## src/hdl/ltpc_map.svh

```systemverilog
// Purpose: Offsets, field positions, reset values and timing figures
//          for the emitter and power control register bank.
// Assumes: Register index is the 7-bit address of the serial port frame.
// Notes:   Definitions only.
// Summary of operation
// - Range and reference select full-scale emitter current
// - Emitter drive equals code over 256 times full-scale
// - Bit 20 sleeps transmitter in dynamic phase
// - Bit 14 sleeps part of converter dynamically
// - Bit 4 sleeps transimpedance amplifier dynamically
// - Bit 3 sleeps rest of converter dynamically
// - Bits 18:17 select transmitter reference voltage
// - Bit 11 chooses H-bridge or push-pull driver
// - Bit 10 floats conversion-ready and done pins
// - Bit 9 bypasses crystal oscillator for external clock
// - Bit 8 selects 8 ms or 16 ms diagnostics
// - Bit 2 powers down transmitter only
// - Bit 1 powers down receiver only
// - Bit 0 powers down whole front end
// - Address 24h spare, reads zero after reset
// - Emitter range field at bits 17:16
// - Emitter codes at 15:8 and 7:0, reset zero
`ifndef LTPC_MAP_SVH
`define LTPC_MAP_SVH

`define LTPC_OFS_EMITTER      7'h22
`define LTPC_OFS_CONTROL      7'h23
`define LTPC_OFS_SPARE        7'h24

`define LTPC_EMITTER_RESET    24'h000000
`define LTPC_CONTROL_RESET    24'h000000
`define LTPC_SPARE_RESET      24'h000000
`define LTPC_EMITTER_WMASK    24'h03FFFF
`define LTPC_CONTROL_WMASK    24'h164F1F

`define LTPC_SPAN_MSB         17
`define LTPC_SPAN_LSB         16
`define LTPC_FIRST_MSB        15
`define LTPC_FIRST_LSB        8
`define LTPC_SECOND_MSB       7
`define LTPC_SECOND_LSB       0

`define LTPC_BIT_SLEEP_TX     20
`define LTPC_REF_MSB          18
`define LTPC_REF_LSB          17
`define LTPC_BIT_SLEEP_CPART  14
`define LTPC_BIT_TOPOLOGY     11
`define LTPC_BIT_FLOAT        10
`define LTPC_BIT_OSC_BYPASS   9
`define LTPC_BIT_LONG_DIAG    8
`define LTPC_BIT_SLEEP_TIA    4
`define LTPC_BIT_SLEEP_CREST  3
`define LTPC_BIT_TX_OFF       2
`define LTPC_BIT_RX_OFF       1
`define LTPC_BIT_FE_OFF       0

`define LTPC_REF_MV_0         10'd250
`define LTPC_REF_MV_1         10'd500
`define LTPC_REF_MV_2         10'd1000
`define LTPC_REF_MV_3         10'd750
`define LTPC_FS_25MA          7'd25
`define LTPC_FS_50MA          7'd50
`define LTPC_FS_75MA          7'd75
`define LTPC_FS_100MA         7'd100

`define LTPC_CLK_KHZ          20000
`define LTPC_DIAG_SHORT_MS    8
`define LTPC_DIAG_LONG_MS     16
`define LTPC_DIAG_SHORT_CYC   (`LTPC_DIAG_SHORT_MS * `LTPC_CLK_KHZ)
`define LTPC_DIAG_LONG_CYC    (`LTPC_DIAG_LONG_MS * `LTPC_CLK_KHZ)
`define LTPC_FRAME_BITS       6'd32
`define LTPC_ADDR_BITS        6'd8

`endif

```

## src/hdl/ltpc_pkg.sv

```systemverilog
// Purpose: Shared types of the emitter and power control register bank.
// Assumes: Constants live in ltpc_map.svh.
// Notes:   Types only.
package ltpc_pkg;
	typedef logic [23:0] ltpc_word_t;
	typedef logic [6:0]  ltpc_addr_t;
	typedef logic [5:0]  ltpc_bitcnt_t;
endpackage : ltpc_pkg

```

## src/hdl/ltpc_regs.sv

```systemverilog
// Purpose: Emitter and power control registers behind the serial port,
//          with current decode, power-down steering and diagnostics timer.
// Assumes: Frame of 32 bits, MSB first, sampled on rising serial clock;
//          first byte is read flag (bit 7) and 7-bit address.
// Notes:   Serial pins are oversampled, so the serial clock must stay
//          well below a quarter of clock_i.
`timescale 1ns/1ps
`include "ltpc_map.svh"
module ltpc_regs #(
	parameter int unsigned DIAG_SHORT_CYC = `LTPC_DIAG_SHORT_CYC,
	parameter int unsigned DIAG_LONG_CYC  = `LTPC_DIAG_LONG_CYC
) (
	input  wire logic        clock_i,
	input  wire logic        resetn_i,
	input  wire logic        spi_clk_i,
	input  wire logic        spi_sel_n_i,
	input  wire logic        spi_mosi_i,
	output logic             spi_miso_o,
	output logic             spi_miso_oe_o,
	input  wire logic        dyn_phase_i,
	input  wire logic        conv_ready_i,
	input  wire logic        diag_start_i,
	output logic             conv_ready_o,
	output logic             conv_ready_oe_o,
	output logic             fault_check_done_pin_o,
	output logic             fault_check_done_pin_oe_o,
	output logic [1:0]       tx_ref_code_o,
	output logic [9:0]       tx_ref_mv_o,
	output logic [6:0]       full_scale_ma_o,
	output logic             range_invalid_o,
	output logic [14:0]      first_emitter_drive_o,
	output logic [14:0]      second_emitter_drive_o,
	output logic             driver_topology_select_o,
	output logic             oscillator_enable_o,
	output logic             transmitter_pd_o,
	output logic             converter_part_pd_o,
	output logic             transimpedance_pd_o,
	output logic             converter_rest_pd_o,
	output logic             receiver_pd_o,
	output logic             diag_pd_o,
	output logic             diag_busy_o
);
	logic [1:0]           rst_pipe_reg;
	logic                 rst_n;
	logic [2:0]           pins_q;
	logic                 sel_n_s;
	logic                 sclk_s;
	logic                 mosi_s;
	logic                 sclk_prev_reg;
	ltpc_pkg::ltpc_bitcnt_t cnt_reg;
	logic [31:0]          shift_reg;
	logic [31:0]          shift_next;
	logic                 rd_reg;
	ltpc_pkg::ltpc_word_t out_reg;
	ltpc_pkg::ltpc_word_t emitter_reg;
	ltpc_pkg::ltpc_word_t control_reg;
	ltpc_pkg::ltpc_word_t rd_data;
	ltpc_pkg::ltpc_addr_t rx_addr;
	ltpc_pkg::ltpc_addr_t wr_addr;
	ltpc_pkg::ltpc_word_t wr_data;
	logic                 rise;
	logic                 fall;
	logic                 byte_done;
	logic                 frame_done;
	logic                 wr_emitter;
	logic                 wr_control;
	logic [1:0]           span;
	logic [1:0]           ref_code;
	logic [9:0]           ref_mv;
	logic [6:0]           fs_ma;
	logic                 fs_bad;
	logic                 span_off;
	logic                 fe_off;
	logic [31:0]          diag_cnt_reg;
	logic [31:0]          diag_len;
	logic                 diag_go;
	logic [7:0]           first_code;
	logic [7:0]           second_code;
	logic [14:0]          first_drive;
	logic [14:0]          second_drive;

	// Reset is released through two flops so every flop leaves reset
	// on the same edge.
	always_ff @(posedge clock_i or negedge resetn_i) begin
		if (!resetn_i) begin
			rst_pipe_reg <= 2'h0;
		end else begin
			rst_pipe_reg <= {rst_pipe_reg[0], 1'b1};
		end
	end
	assign rst_n = rst_pipe_reg[1];

	ltpc_sync #(
		.W         (3),
		.RESET_VAL (3'h4)
	) u_pin_sync (
		.clock_i  (clock_i),
		.resetn_i (rst_n),
		.d_i      ({spi_sel_n_i, spi_clk_i, spi_mosi_i}),
		.q_o      (pins_q)
	);
	assign sel_n_s = pins_q[2];
	assign sclk_s  = pins_q[1];
	assign mosi_s  = pins_q[0];

	// Serial framing
	assign rise       = sclk_s & ~sclk_prev_reg & ~sel_n_s
		& (cnt_reg < `LTPC_FRAME_BITS);
	assign fall       = ~sclk_s & sclk_prev_reg & ~sel_n_s;
	assign shift_next = {shift_reg[30:0], mosi_s};
	assign byte_done  = rise & (cnt_reg == `LTPC_ADDR_BITS - 6'd1);
	assign frame_done = rise & (cnt_reg == `LTPC_FRAME_BITS - 6'd1);
	assign rx_addr    = shift_next[6:0];
	assign wr_addr    = shift_next[30:24];
	assign wr_data    = shift_next[23:0];
	assign wr_emitter = frame_done & ~rd_reg
		& (wr_addr == `LTPC_OFS_EMITTER);
	// Spare location takes no write, so it stays at zero
	assign wr_control = frame_done & ~rd_reg
		& (wr_addr == `LTPC_OFS_CONTROL);

	assign rd_data = (rx_addr == `LTPC_OFS_EMITTER) ? emitter_reg :
		(rx_addr == `LTPC_OFS_CONTROL) ? control_reg :
		(rx_addr == `LTPC_OFS_SPARE) ? `LTPC_SPARE_RESET :
		24'h000000;

	always_ff @(posedge clock_i or negedge rst_n) begin
		if (!rst_n) begin
			sclk_prev_reg <= 1'b0;
			cnt_reg       <= 6'h00;
			shift_reg     <= 32'h00000000;
			rd_reg        <= 1'b0;
		end else begin
			sclk_prev_reg <= sclk_s;
			if (sel_n_s) begin
				cnt_reg <= 6'h00;
				rd_reg  <= 1'b0;
			end else if (rise) begin
				cnt_reg   <= cnt_reg + 6'd1;
				shift_reg <= shift_next;
				if (byte_done) begin
					rd_reg <= shift_next[7];
				end
			end
		end
	end

	// Read data leaves MSB first; a bit is shifted on the falling edge
	// after the host has sampled the previous one.
	always_ff @(posedge clock_i or negedge rst_n) begin
		if (!rst_n) begin
			out_reg <= 24'h000000;
		end else if (byte_done) begin
			out_reg <= rd_data;
		end else if (fall && cnt_reg > `LTPC_ADDR_BITS) begin
			out_reg <= {out_reg[22:0], 1'b0};
		end
	end
	assign spi_miso_o    = out_reg[23];
	assign spi_miso_oe_o = ~sel_n_s & rd_reg & (cnt_reg >= `LTPC_ADDR_BITS);

	// Register file; reserved bits are masked so they read back zero
	always_ff @(posedge clock_i or negedge rst_n) begin
		if (!rst_n) begin
			emitter_reg <= `LTPC_EMITTER_RESET;
			control_reg <= `LTPC_CONTROL_RESET;
		end else begin
			if (wr_emitter) begin
				emitter_reg <= wr_data & `LTPC_EMITTER_WMASK;
			end
			if (wr_control) begin
				control_reg <= wr_data & `LTPC_CONTROL_WMASK;
			end
		end
	end

	// Current decode
	assign span     = emitter_reg[`LTPC_SPAN_MSB:`LTPC_SPAN_LSB];
	assign ref_code = control_reg[`LTPC_REF_MSB:`LTPC_REF_LSB];
	assign ref_mv   = (ref_code == 2'h0) ? `LTPC_REF_MV_0 :
		(ref_code == 2'h1) ? `LTPC_REF_MV_1 :
		(ref_code == 2'h2) ? `LTPC_REF_MV_2 : `LTPC_REF_MV_3;
	assign span_off = (span == 2'h3);

	// Both factors are widened to 15 bits before the product so it
	// cannot wrap; 255 times 100 mA still fits.
	assign first_code   = emitter_reg[`LTPC_FIRST_MSB:`LTPC_FIRST_LSB];
	assign second_code  = emitter_reg[`LTPC_SECOND_MSB:`LTPC_SECOND_LSB];
	assign first_drive  = {7'h00, first_code} * {8'h00, fs_ma};
	assign second_drive = {7'h00, second_code} * {8'h00, fs_ma};

	// Codes 00 and 10 have no defined current above 0.5 V; those
	// combinations give zero current and raise range_invalid_o.
	always_comb begin
		fs_ma  = 7'd0;
		fs_bad = 1'b0;
		unique case (span)
			2'h1: begin
				unique case (ref_code)
					2'h0: fs_ma = `LTPC_FS_25MA;
					2'h1: fs_ma = `LTPC_FS_50MA;
					2'h3: fs_ma = `LTPC_FS_75MA;
					2'h2: fs_ma = `LTPC_FS_100MA;
				endcase
			end
			2'h0, 2'h2: begin
				if (ref_code == 2'h0) begin
					fs_ma = `LTPC_FS_50MA;
				end else if (ref_code == 2'h1) begin
					fs_ma = `LTPC_FS_100MA;
				end else begin
					fs_bad = 1'b1;
				end
			end
			2'h3: fs_ma = 7'd0;
		endcase
	end

	assign fe_off = control_reg[`LTPC_BIT_FE_OFF];

	// Decoded outputs are registered to keep them glitch free
	always_ff @(posedge clock_i or negedge rst_n) begin
		if (!rst_n) begin
			tx_ref_code_o            <= 2'h0;
			tx_ref_mv_o              <= `LTPC_REF_MV_0;
			full_scale_ma_o          <= `LTPC_FS_50MA;
			range_invalid_o          <= 1'b0;
			first_emitter_drive_o    <= 15'h0000;
			second_emitter_drive_o   <= 15'h0000;
			driver_topology_select_o <= 1'b0;
			oscillator_enable_o      <= 1'b1;
			transmitter_pd_o         <= 1'b0;
			converter_part_pd_o      <= 1'b0;
			transimpedance_pd_o      <= 1'b0;
			converter_rest_pd_o      <= 1'b0;
			receiver_pd_o            <= 1'b0;
			diag_pd_o                <= 1'b0;
			conv_ready_o             <= 1'b0;
		end else begin
			tx_ref_code_o   <= ref_code;
			tx_ref_mv_o     <= ref_mv;
			full_scale_ma_o <= fs_ma;
			range_invalid_o <= fs_bad;
			// Drive in units of 1/256 mA: code times full scale
			first_emitter_drive_o  <= first_drive;
			second_emitter_drive_o <= second_drive;
			driver_topology_select_o <=
				control_reg[`LTPC_BIT_TOPOLOGY];
			oscillator_enable_o <=
				~control_reg[`LTPC_BIT_OSC_BYPASS];
			transmitter_pd_o <= fe_off | span_off
				| control_reg[`LTPC_BIT_TX_OFF]
				| (dyn_phase_i & control_reg[`LTPC_BIT_SLEEP_TX]);
			converter_part_pd_o <= fe_off | control_reg[`LTPC_BIT_RX_OFF]
				| (dyn_phase_i
				& control_reg[`LTPC_BIT_SLEEP_CPART]);
			transimpedance_pd_o <= fe_off | control_reg[`LTPC_BIT_RX_OFF]
				| (dyn_phase_i
				& control_reg[`LTPC_BIT_SLEEP_TIA]);
			converter_rest_pd_o <= fe_off | control_reg[`LTPC_BIT_RX_OFF]
				| (dyn_phase_i
				& control_reg[`LTPC_BIT_SLEEP_CREST]);
			receiver_pd_o <= fe_off | control_reg[`LTPC_BIT_RX_OFF];
			diag_pd_o     <= fe_off;
			conv_ready_o  <= conv_ready_i;
		end
	end

	// Pins float while the float bit is set
	assign conv_ready_oe_o           = ~control_reg[`LTPC_BIT_FLOAT];
	assign fault_check_done_pin_oe_o = ~control_reg[`LTPC_BIT_FLOAT];

	// Diagnostics timer; a start during a run or power-down is ignored.
	// The run length is taken at the start, so flipping the speed bit
	// mid-run does not stretch or cut the current run.
	assign diag_len = control_reg[`LTPC_BIT_LONG_DIAG]
		? DIAG_LONG_CYC : DIAG_SHORT_CYC;
	assign diag_go  = diag_start_i & ~diag_busy_o & ~fe_off;

	always_ff @(posedge clock_i or negedge rst_n) begin
		if (!rst_n) begin
			diag_cnt_reg           <= 32'h00000000;
			diag_busy_o            <= 1'b0;
			fault_check_done_pin_o <= 1'b0;
		end else if (fe_off) begin
			diag_cnt_reg <= 32'h00000000;
			diag_busy_o  <= 1'b0;
		end else if (diag_go) begin
			diag_cnt_reg           <= diag_len - 32'd1;
			diag_busy_o            <= 1'b1;
			fault_check_done_pin_o <= 1'b0;
		end else if (diag_busy_o) begin
			if (diag_cnt_reg == 32'h00000000) begin
				diag_busy_o            <= 1'b0;
				fault_check_done_pin_o <= 1'b1;
			end else begin
				diag_cnt_reg <= diag_cnt_reg - 32'd1;
			end
		end
	end
endmodule : ltpc_regs

```

## src/hdl/ltpc_sync.sv

```systemverilog
// Purpose: Two-flop synchroniser for pin inputs.
// Assumes: Inputs are asynchronous to clock_i.
// Notes:   Only the second stage is visible outside.
`timescale 1ns/1ps
module ltpc_sync #(
	parameter int unsigned W         = 1,
	parameter logic [W-1:0] RESET_VAL = '0
) (
	input  wire logic         clock_i,
	input  wire logic         resetn_i,
	input  wire logic [W-1:0] d_i,
	output logic      [W-1:0] q_o
);
	logic [W-1:0] meta_reg;

	always_ff @(posedge clock_i or negedge resetn_i) begin
		if (!resetn_i) begin
			meta_reg <= RESET_VAL;
			q_o      <= RESET_VAL;
		end else begin
			meta_reg <= d_i;
			q_o      <= meta_reg;
		end
	end
endmodule : ltpc_sync

```

## config.mk

```make
export PLATFORM = sky130hd
export DESIGN_NAME = ltpc_regs
export DESIGN_NICKNAME = d
export VERILOG_FILES = /design/src/hdl/ltpc_pkg.sv /design/src/hdl/ltpc_regs.sv /design/src/hdl/ltpc_sync.sv
export VERILOG_INCLUDE_DIRS = /design/src /design/src/hdl
export SDC_FILE = /design/constraint.sdc
export NUM_CORES = 1
export LEC_CHECK = 0
export ABC_AREA = 1
export BUFFER_PORTS_ARGS = -buffer_cell sky130_fd_sc_hd__buf_4
export CAP_MARGIN = 20
export CORE_MARGIN = 8
export CORE_UTILIZATION = 51
export DETAILED_ROUTE_END_ITERATION = 12
export PLACE_DENSITY = 0.78
export SLEW_MARGIN = 5
export SYNTH_ARGS = -nofsm -noshare
export SYNTH_HDL_FRONTEND = slang
export SYNTH_SLANG_ARGS = --single-unit
```

## constraint.sdc

```tcl
create_clock -name clock_i -period 7.3 [get_ports clock_i]
set_input_delay 0.73 -clock clock_i [delete_from_list [all_inputs] [get_ports clock_i]]
set_output_delay 0.73 -clock clock_i [all_outputs]
set_load 0.01 [all_outputs]
```

==> Word-level counts from Yosys, hierarchy flattened <==
Index checks and enable logic that the tools add are counted.
{ "totals": {"output_inout_bits": 65, "register_bits": 194} }
{ "classes": {"n_lt_le_gt_ge": 3, "n_mux": 31, "n_reduce_logical": 15, "eq_ne": 13, "addsub": 3, "bitwise": 33, "mul": 2} }
{ "op_table": {"columns": ["cell", "n"], "rows": [
  ["32-bit 2-to-1 mux", 4],
  ["24-bit 2-to-1 mux", 2],
  ["21-bit 2-to-1 mux", 2],
  ["32-bit logical NOT", 1],
  ["32-bit by 1-bit subtractor with 32-bit output, second input constant", 1],
  ["8-bit by 7-bit multiplier with 15-bit output", 2],
  ["7-bit by 6-bit == test with 1-bit output, second input constant", 4],
  ["7-bit one-hot mux with 4 select lines", 1],
  ["7-bit one-hot mux with 3 select lines", 1],
  ["10-bit 2-to-1 mux", 2],
  ["19-bit by 1-bit subtractor with 20-bit output, second input constant", 1],
  ["19-bit 2-to-1 mux", 1],
  ["1-bit bitwise AND", 18],
  ["7-bit 2-to-1 mux", 2],
  ["1-bit 2-to-1 mux", 13],
  ["6-bit 2-to-1 mux", 2],
  ["2-bit nonzero test", 5],
  ["9-bit 2-to-1 mux", 1],
  ["2-bit == test, second input constant", 4],
  ["1-bit inverter", 8],
  ["1-bit bitwise OR", 7],
  ["6-bit by 1-bit adder with 6-bit output, second input constant", 1],
  ["6-bit by 3-bit == test with 1-bit output, second input constant", 1],
  ["6-bit by 5-bit == test with 1-bit output, second input constant", 1],
  ["11 further kinds", 15]
]} }

==> Depth between registers and ports, before layout <==
{ "depth": {"word_depth": 8, "ltp_mapped": 25, "ltp_nobuf": 25} }

==> Hierarchy <==
Synthesis repeated with hierarchy kept, for this count alone.
{ "unflattened": {"hier_cells": 1369, "area_unflattened_um2": 11617.4} }
{ "modules_own_cells": {"columns": ["mod", "area_each_um2", "seq_area_each_um2", "cells_each", "instances"], "rows": [
  ["ltpc_regs", 11464.7, 4588.2, 1363, 1],
  ["ltpc_sync", 152.6, 152.6, 6, 1]
]} }

==> Worst setup path before layout <==
Ideal clock, no wire load.
{ "synth_timing": {"path_kind": "flip-flop to flip-flop", "start": "register control_reg[17]", "end": "register second_emitter_drive_o[11]", "setup_slack_ns": 2.518, "n_path_buf": 0, "arrival_time_ns": 4.654, "synth_period_minus_slack_ns": 4.782, "stages_incl_launch_ff": 21, "cell_sequence": "dfrtp_1 > inv_1 > ha_1 > nor2_1 > inv_1 > nor2_1 > nor3_2 > nand2_1 > fa_1 > fa_1 > inv_1 > fa_1 > inv_1 > fa_1 > inv_1 > ha_1 > a21oi_1 > o21ai_0 > a21oi_1 > o21bai_1 > xor2_1"} }
{ "synth_between": {"elab_chain_cells": 5} }
{ "synth_rtl": {"columns": ["element", "line", "source"], "rows": [
  ["start: declaration", "ltpc_regs.sv:56", "ltpc_pkg::ltpc_word_t control_reg;"],
  ["start signal: assignment", "ltpc_regs.sv:166", "control_reg <= `LTPC_CONTROL_RESET;"],
  ["start signal: assignment", "ltpc_regs.sv:172", "control_reg <= wr_data & `LTPC_CONTROL_WMASK;"],
  ["2-bit by 1-bit == test with 1-bit output", "ltpc_regs.sv:199, ltpc_regs.sv:209", null],
  ["7-bit 2-to-1 mux", "ltpc_regs.sv:209", "end else if (ref_code == 2'h1) begin"],
  ["7-bit 2-to-1 mux", "ltpc_regs.sv:207", "if (ref_code == 2'h0) begin"],
  ["7-bit one-hot mux with 3 select lines (*)", "ltpc_regs.sv:197", "unique case (span)"],
  ["named net fs_ma[5]", "ltpc_regs.sv:70", "logic [6:0] fs_ma;"],
  ["8-bit by 7-bit multiplier with 15-bit output (*)", "ltpc_regs.sv:190", "assign second_drive = {7'h00, second_code} * {8'h00, fs_ma};"],
  ["named net second_drive[11]", "ltpc_regs.sv:80", "logic [14:0] second_drive;"],
  ["end signal: assignment", "ltpc_regs.sv:246", "second_emitter_drive_o <= second_drive;"],
  ["end: declaration", "ltpc_regs.sv:32", "output logic [14:0] second_emitter_drive_o,"]
]} }
The timed path passes the listed nets; every way through them passes the cells marked *.
A chain may end at the register's enable or synchronous reset.

==> Worst setup path after layout <==
Ends and elaborated chain as after synthesis.

==> flow_summary.toml <==
[global_route]
grt_antenna_before_repair = 0
grt_pass1_wl_um = 43500
grt_pass1_vias = 9020
gr-total-overflow = 0
grt_start_max_net_pins = 70
grt_usage = 0.188

[timing]
setup_tns_ns = 0
hold_violations = 0
worst_slack_ns = 1.82
grt_setup_unrepaired = "no"
period_minus_slack_ns = 5.48
maxSlewHeadroom = 0.398
setup_violations = 0
period_share = 0.751
worst_pin_slew_ns = 0.903
fin_worst_skew_ns = 0.0161
drv_slew = 0
fmax_mhz = 183

[floorplanning]
die_w_um = 166
core_um2 = 22400
io_pins = 73
initial_core_util = 0.514
dieHeight_um = 166
core.rowCount = 55
die_area_um2 = 27600

[placed_design]
finalWeightedCongestion = 0.882
dp_slack_ns = 1.87
dpl-instance-area_um2 = 12200
io_buffers = 68
dpl.hpwl_um = 19100

[logic_synthesis]
ys.flop_type = "dfrtp_1"
async_flop_share = 1.00
synth_seq_area_share = 0.412
synth_top_family_by_area = "simple AND/OR/NAND/NOR gates"
synth-edff-count = 0
muxShareOfSynthArea = 0
synth_compound_area_frac = 0.0858
avgSynthCellArea_um2 = 8.63
yosys_warnings = 0
synthCells = 1333
synth_fa_ha_area_frac = 0.181
syn-cell-area_um2 = 11500
synth_xor_area_frac = 0.0236
yosysUniqueCellTypes = 48
yosys.area_share.simple = 0.210
yosys_register_bits = 189

[worst_setup_path]
worst_setup_path_end_kind = "flip-flop"
crit_required_ns = 7.65
path_buf_inv = 5
slowest_delay_ns = 0.58
crit_fanout = 10
crit_slowest_cell = "nor3_2"
crit_chain = "inv_1 -> ha_1 -> nor2_1 -> inv_1 -> nor2_1 -> nor3_2 -> inv_2 -> nor2_1 -> fa_1 -> fa_1 -> fa_1 -> inv_1 -> fa_1 -> inv_1 -> ha_1 -> nand2_1 -> o21ai_0 -> a21oi_1 -> o21bai_1 -> xor2_1"
worstSetupStartpointType = "flip-flop"
worst-setup-path-type = "reg2reg"
crit_arrival_ns = 5.83
cpLargestDelayFamily = "adder cells"

[clocking]
cts_buffers = 17
post_cts_buffers = 0
cts_resized = 0
holdBufCountCts = 0
clock_sinks = 189
clock_path_buffers = 2
h-tree-depth = 4
cts_tree = "yes"
clkTransAtPathRegs_ns = 0.08
insertion_delay_ns = 0.44
root_buffer = "clkbuf_16"

[final_layout]
diodes = 0
nNetsFinal = 1534
multi_input_area_um2 = 5790
layout_common_cells = "nand2_1 (256), inv_1 (202), nor2_1 (184)"
seq_area_um2 = 4740
finalInstanceArea_um2 = 12800
mostFrequentLayoutCell = "nand2_1"
fillCellCount = 1920
syn_to_final_growth_pct = 11.3
drive_gt1_frac = 0.112
largest_reg_flops = 32

[power]
p_per_area_nw_per_um2 = 169
clkPwrFrac = 0.420
ir_drop_mv = 0.168
seqPwrFrac = 0.518
intPower_w = 0.00158
p_leak_nw = 6.73
p_comb_frac = 0.061
p_sw_w = 0.000582
swShare = 0.269
power_w = 0.00216

[detailed_routing]
dr.first_iter.drc_count = 668
firstDrtPassIters = 6
drt-total-wl_um = 25500
via_count = 8878
remaining_drc_errors = 0
vias_per_cell = 5.25
avgRoutedWirePerCell_um = 15.1
antenna_left = 0

[flow_run]
drv_cap = 0

[outcome]
status = "finished clean"

[hold_path]
hold_class = "in2async"
-- power by group through the flow --
stage               combinational [W]  sequential, W  clock [W]
floorplan                   0.0000929        0.00114          0
global placement             0.000129        0.00114          0
detailed placement           0.000133        0.00114          0
CTS                          0.000134        0.00112   0.000923
global route                 0.000154        0.00113   0.000962
finish                       0.000133        0.00112   0.000908
-- synth_stat cells, types with 2 or more instances --
cell type / instances / area [µm²]
o22ai_1: 3 / 18.8
conb_1: 2 / 7.51
clkbuf_1: 12 / 45.0
ha_1: 74 / 926
nand2_4: 3 / 33.8
inv_1: 202 / 758
o2111ai_1: 2 / 17.5
nor2_2: 9 / 56.3
a21boi_0: 2 / 15.0
buf_4: 7 / 52.6
nand3b_1: 3 / 22.5
o31ai_1: 2 / 15.0
fa_1: 58 / 1160
buf_2: 10 / 50.1
o21ai_0: 93 / 465
a21oi_1: 31 / 155
nand2_1: 256 / 961
nand2_2: 10 / 62.6
nor2_4: 6 / 67.6
nand4_1: 10 / 62.6
o21ai_1: 19 / 95.1
buf_6: 4 / 45.0
inv_2: 8 / 30.0
dfrtp_1: 180 / 4500
o221ai_1: 2 / 17.5
a21o_1: 2 / 15.0
nor2_1: 184 / 691
nor3_1: 6 / 30.0
nand3_1: 63 / 315
nor4_4: 3 / 63.8
xnor2_1: 7 / 61.3
o211ai_1: 8 / 60.1
o21bai_1: 6 / 45.0
dfstp_2: 9 / 236
xor2_1: 24 / 210
-- stage by stage --
stage,util,hold slack [ns],cells
2_1_floorplan,-,0.331,1336
3_3_place_gp,0.546,0.334,1659
3_5_place_dp,0.546,0.336,1659
4_1_cts,0.572,0.0410,1691
5_1_grt,0.573,0.0380,1692
6_report,0.573,0.0518,1692
-- worst register-to-register path, stage by stage, from the launching register on --
cell	delay (ns)
dfrtp_1	0.45
inv_1	0.16
ha_1	0.24
nor2_1	0.08
inv_1	0.10
nor2_1	0.07
nor3_2	0.58
inv_2	0.22
nor2_1	0.19
fa_1	0.47
fa_1	0.52
fa_1	0.55
inv_1	0.05
fa_1	0.53
inv_1	0.04
ha_1	0.34
nand2_1	0.10
o21ai_0	0.27
a21oi_1	0.11
o21bai_1	0.16
xor2_1	0.16
-- cell families (layout without fill, tap and decap cells) --
| logic type | after synthesis | in the layout |
|---|---|---|
| flip-flops | 189 | 189 |
| AO/OA/AOI/OAI | 176 | 176 |
| adder cells (fa/ha/maj) | 132 | 132 |
| other | 2 | 5 |
| AND/OR/NAND/NOR | 558 | 558 |
| XOR/XNOR | 31 | 31 |
| buffers and inverters | 245 | 316 |
-- final timing paths --
check | startpoint | endpoint | slack, ns | cells past startpoint
max in group asynchronous | rst_pipe_reg[1]$_DFF_PN0_ | second_emitter_drive_o[14]$_DFF_PN0_ | 5.38 | 1
hold reg to reg | u_pin_sync.meta_reg[0]$_DFF_PN0_ | u_pin_sync.q_o[0]$_DFF_PN0_ | 0.35 | 0
hold / removal | resetn_i | rst_pipe_reg[1]$_DFF_PN0_ | 0.05 | 1
min in group clock_i | u_pin_sync.meta_reg[0]$_DFF_PN0_ | u_pin_sync.q_o[0]$_DFF_PN0_ | 0.35 | 0
setup reg to reg | control_reg[17]$_DFFE_PN0P_ | second_emitter_drive_o[11]$_DFF_PN0_ | 1.82 | 20
setup / recovery | control_reg[17]$_DFFE_PN0P_ | second_emitter_drive_o[11]$_DFF_PN0_ | 1.82 | 20
-- layer usage --
| layer | wire length, µm | part of all wire | up-vias | track usage |
|---|---|---|---|---|
| met3 | 1080 | 0.042 | 40 | 0.0319 |
| met1 | 11100 | 0.44 | 4294 | 0.237 |
| li1 | - | - | 4303 | - |
| met2 | 12600 | 0.50 | 241 | 0.320 |
| met5 | 0 | 0 | - | 0 |
| met4 | 654 | 0.026 | 0 | 0.0735 |
-- layout make-up --
cell class	count	area share
tap	285	0.0278
timing repair buffer	72	0.0422
inverter	212	0.0622
multi-input combinational	902	0.452
sequential	189	0.370
clock buffer	18	0.0335
clock inverter	14	0.0119
(Power assumes the default switching activity.)
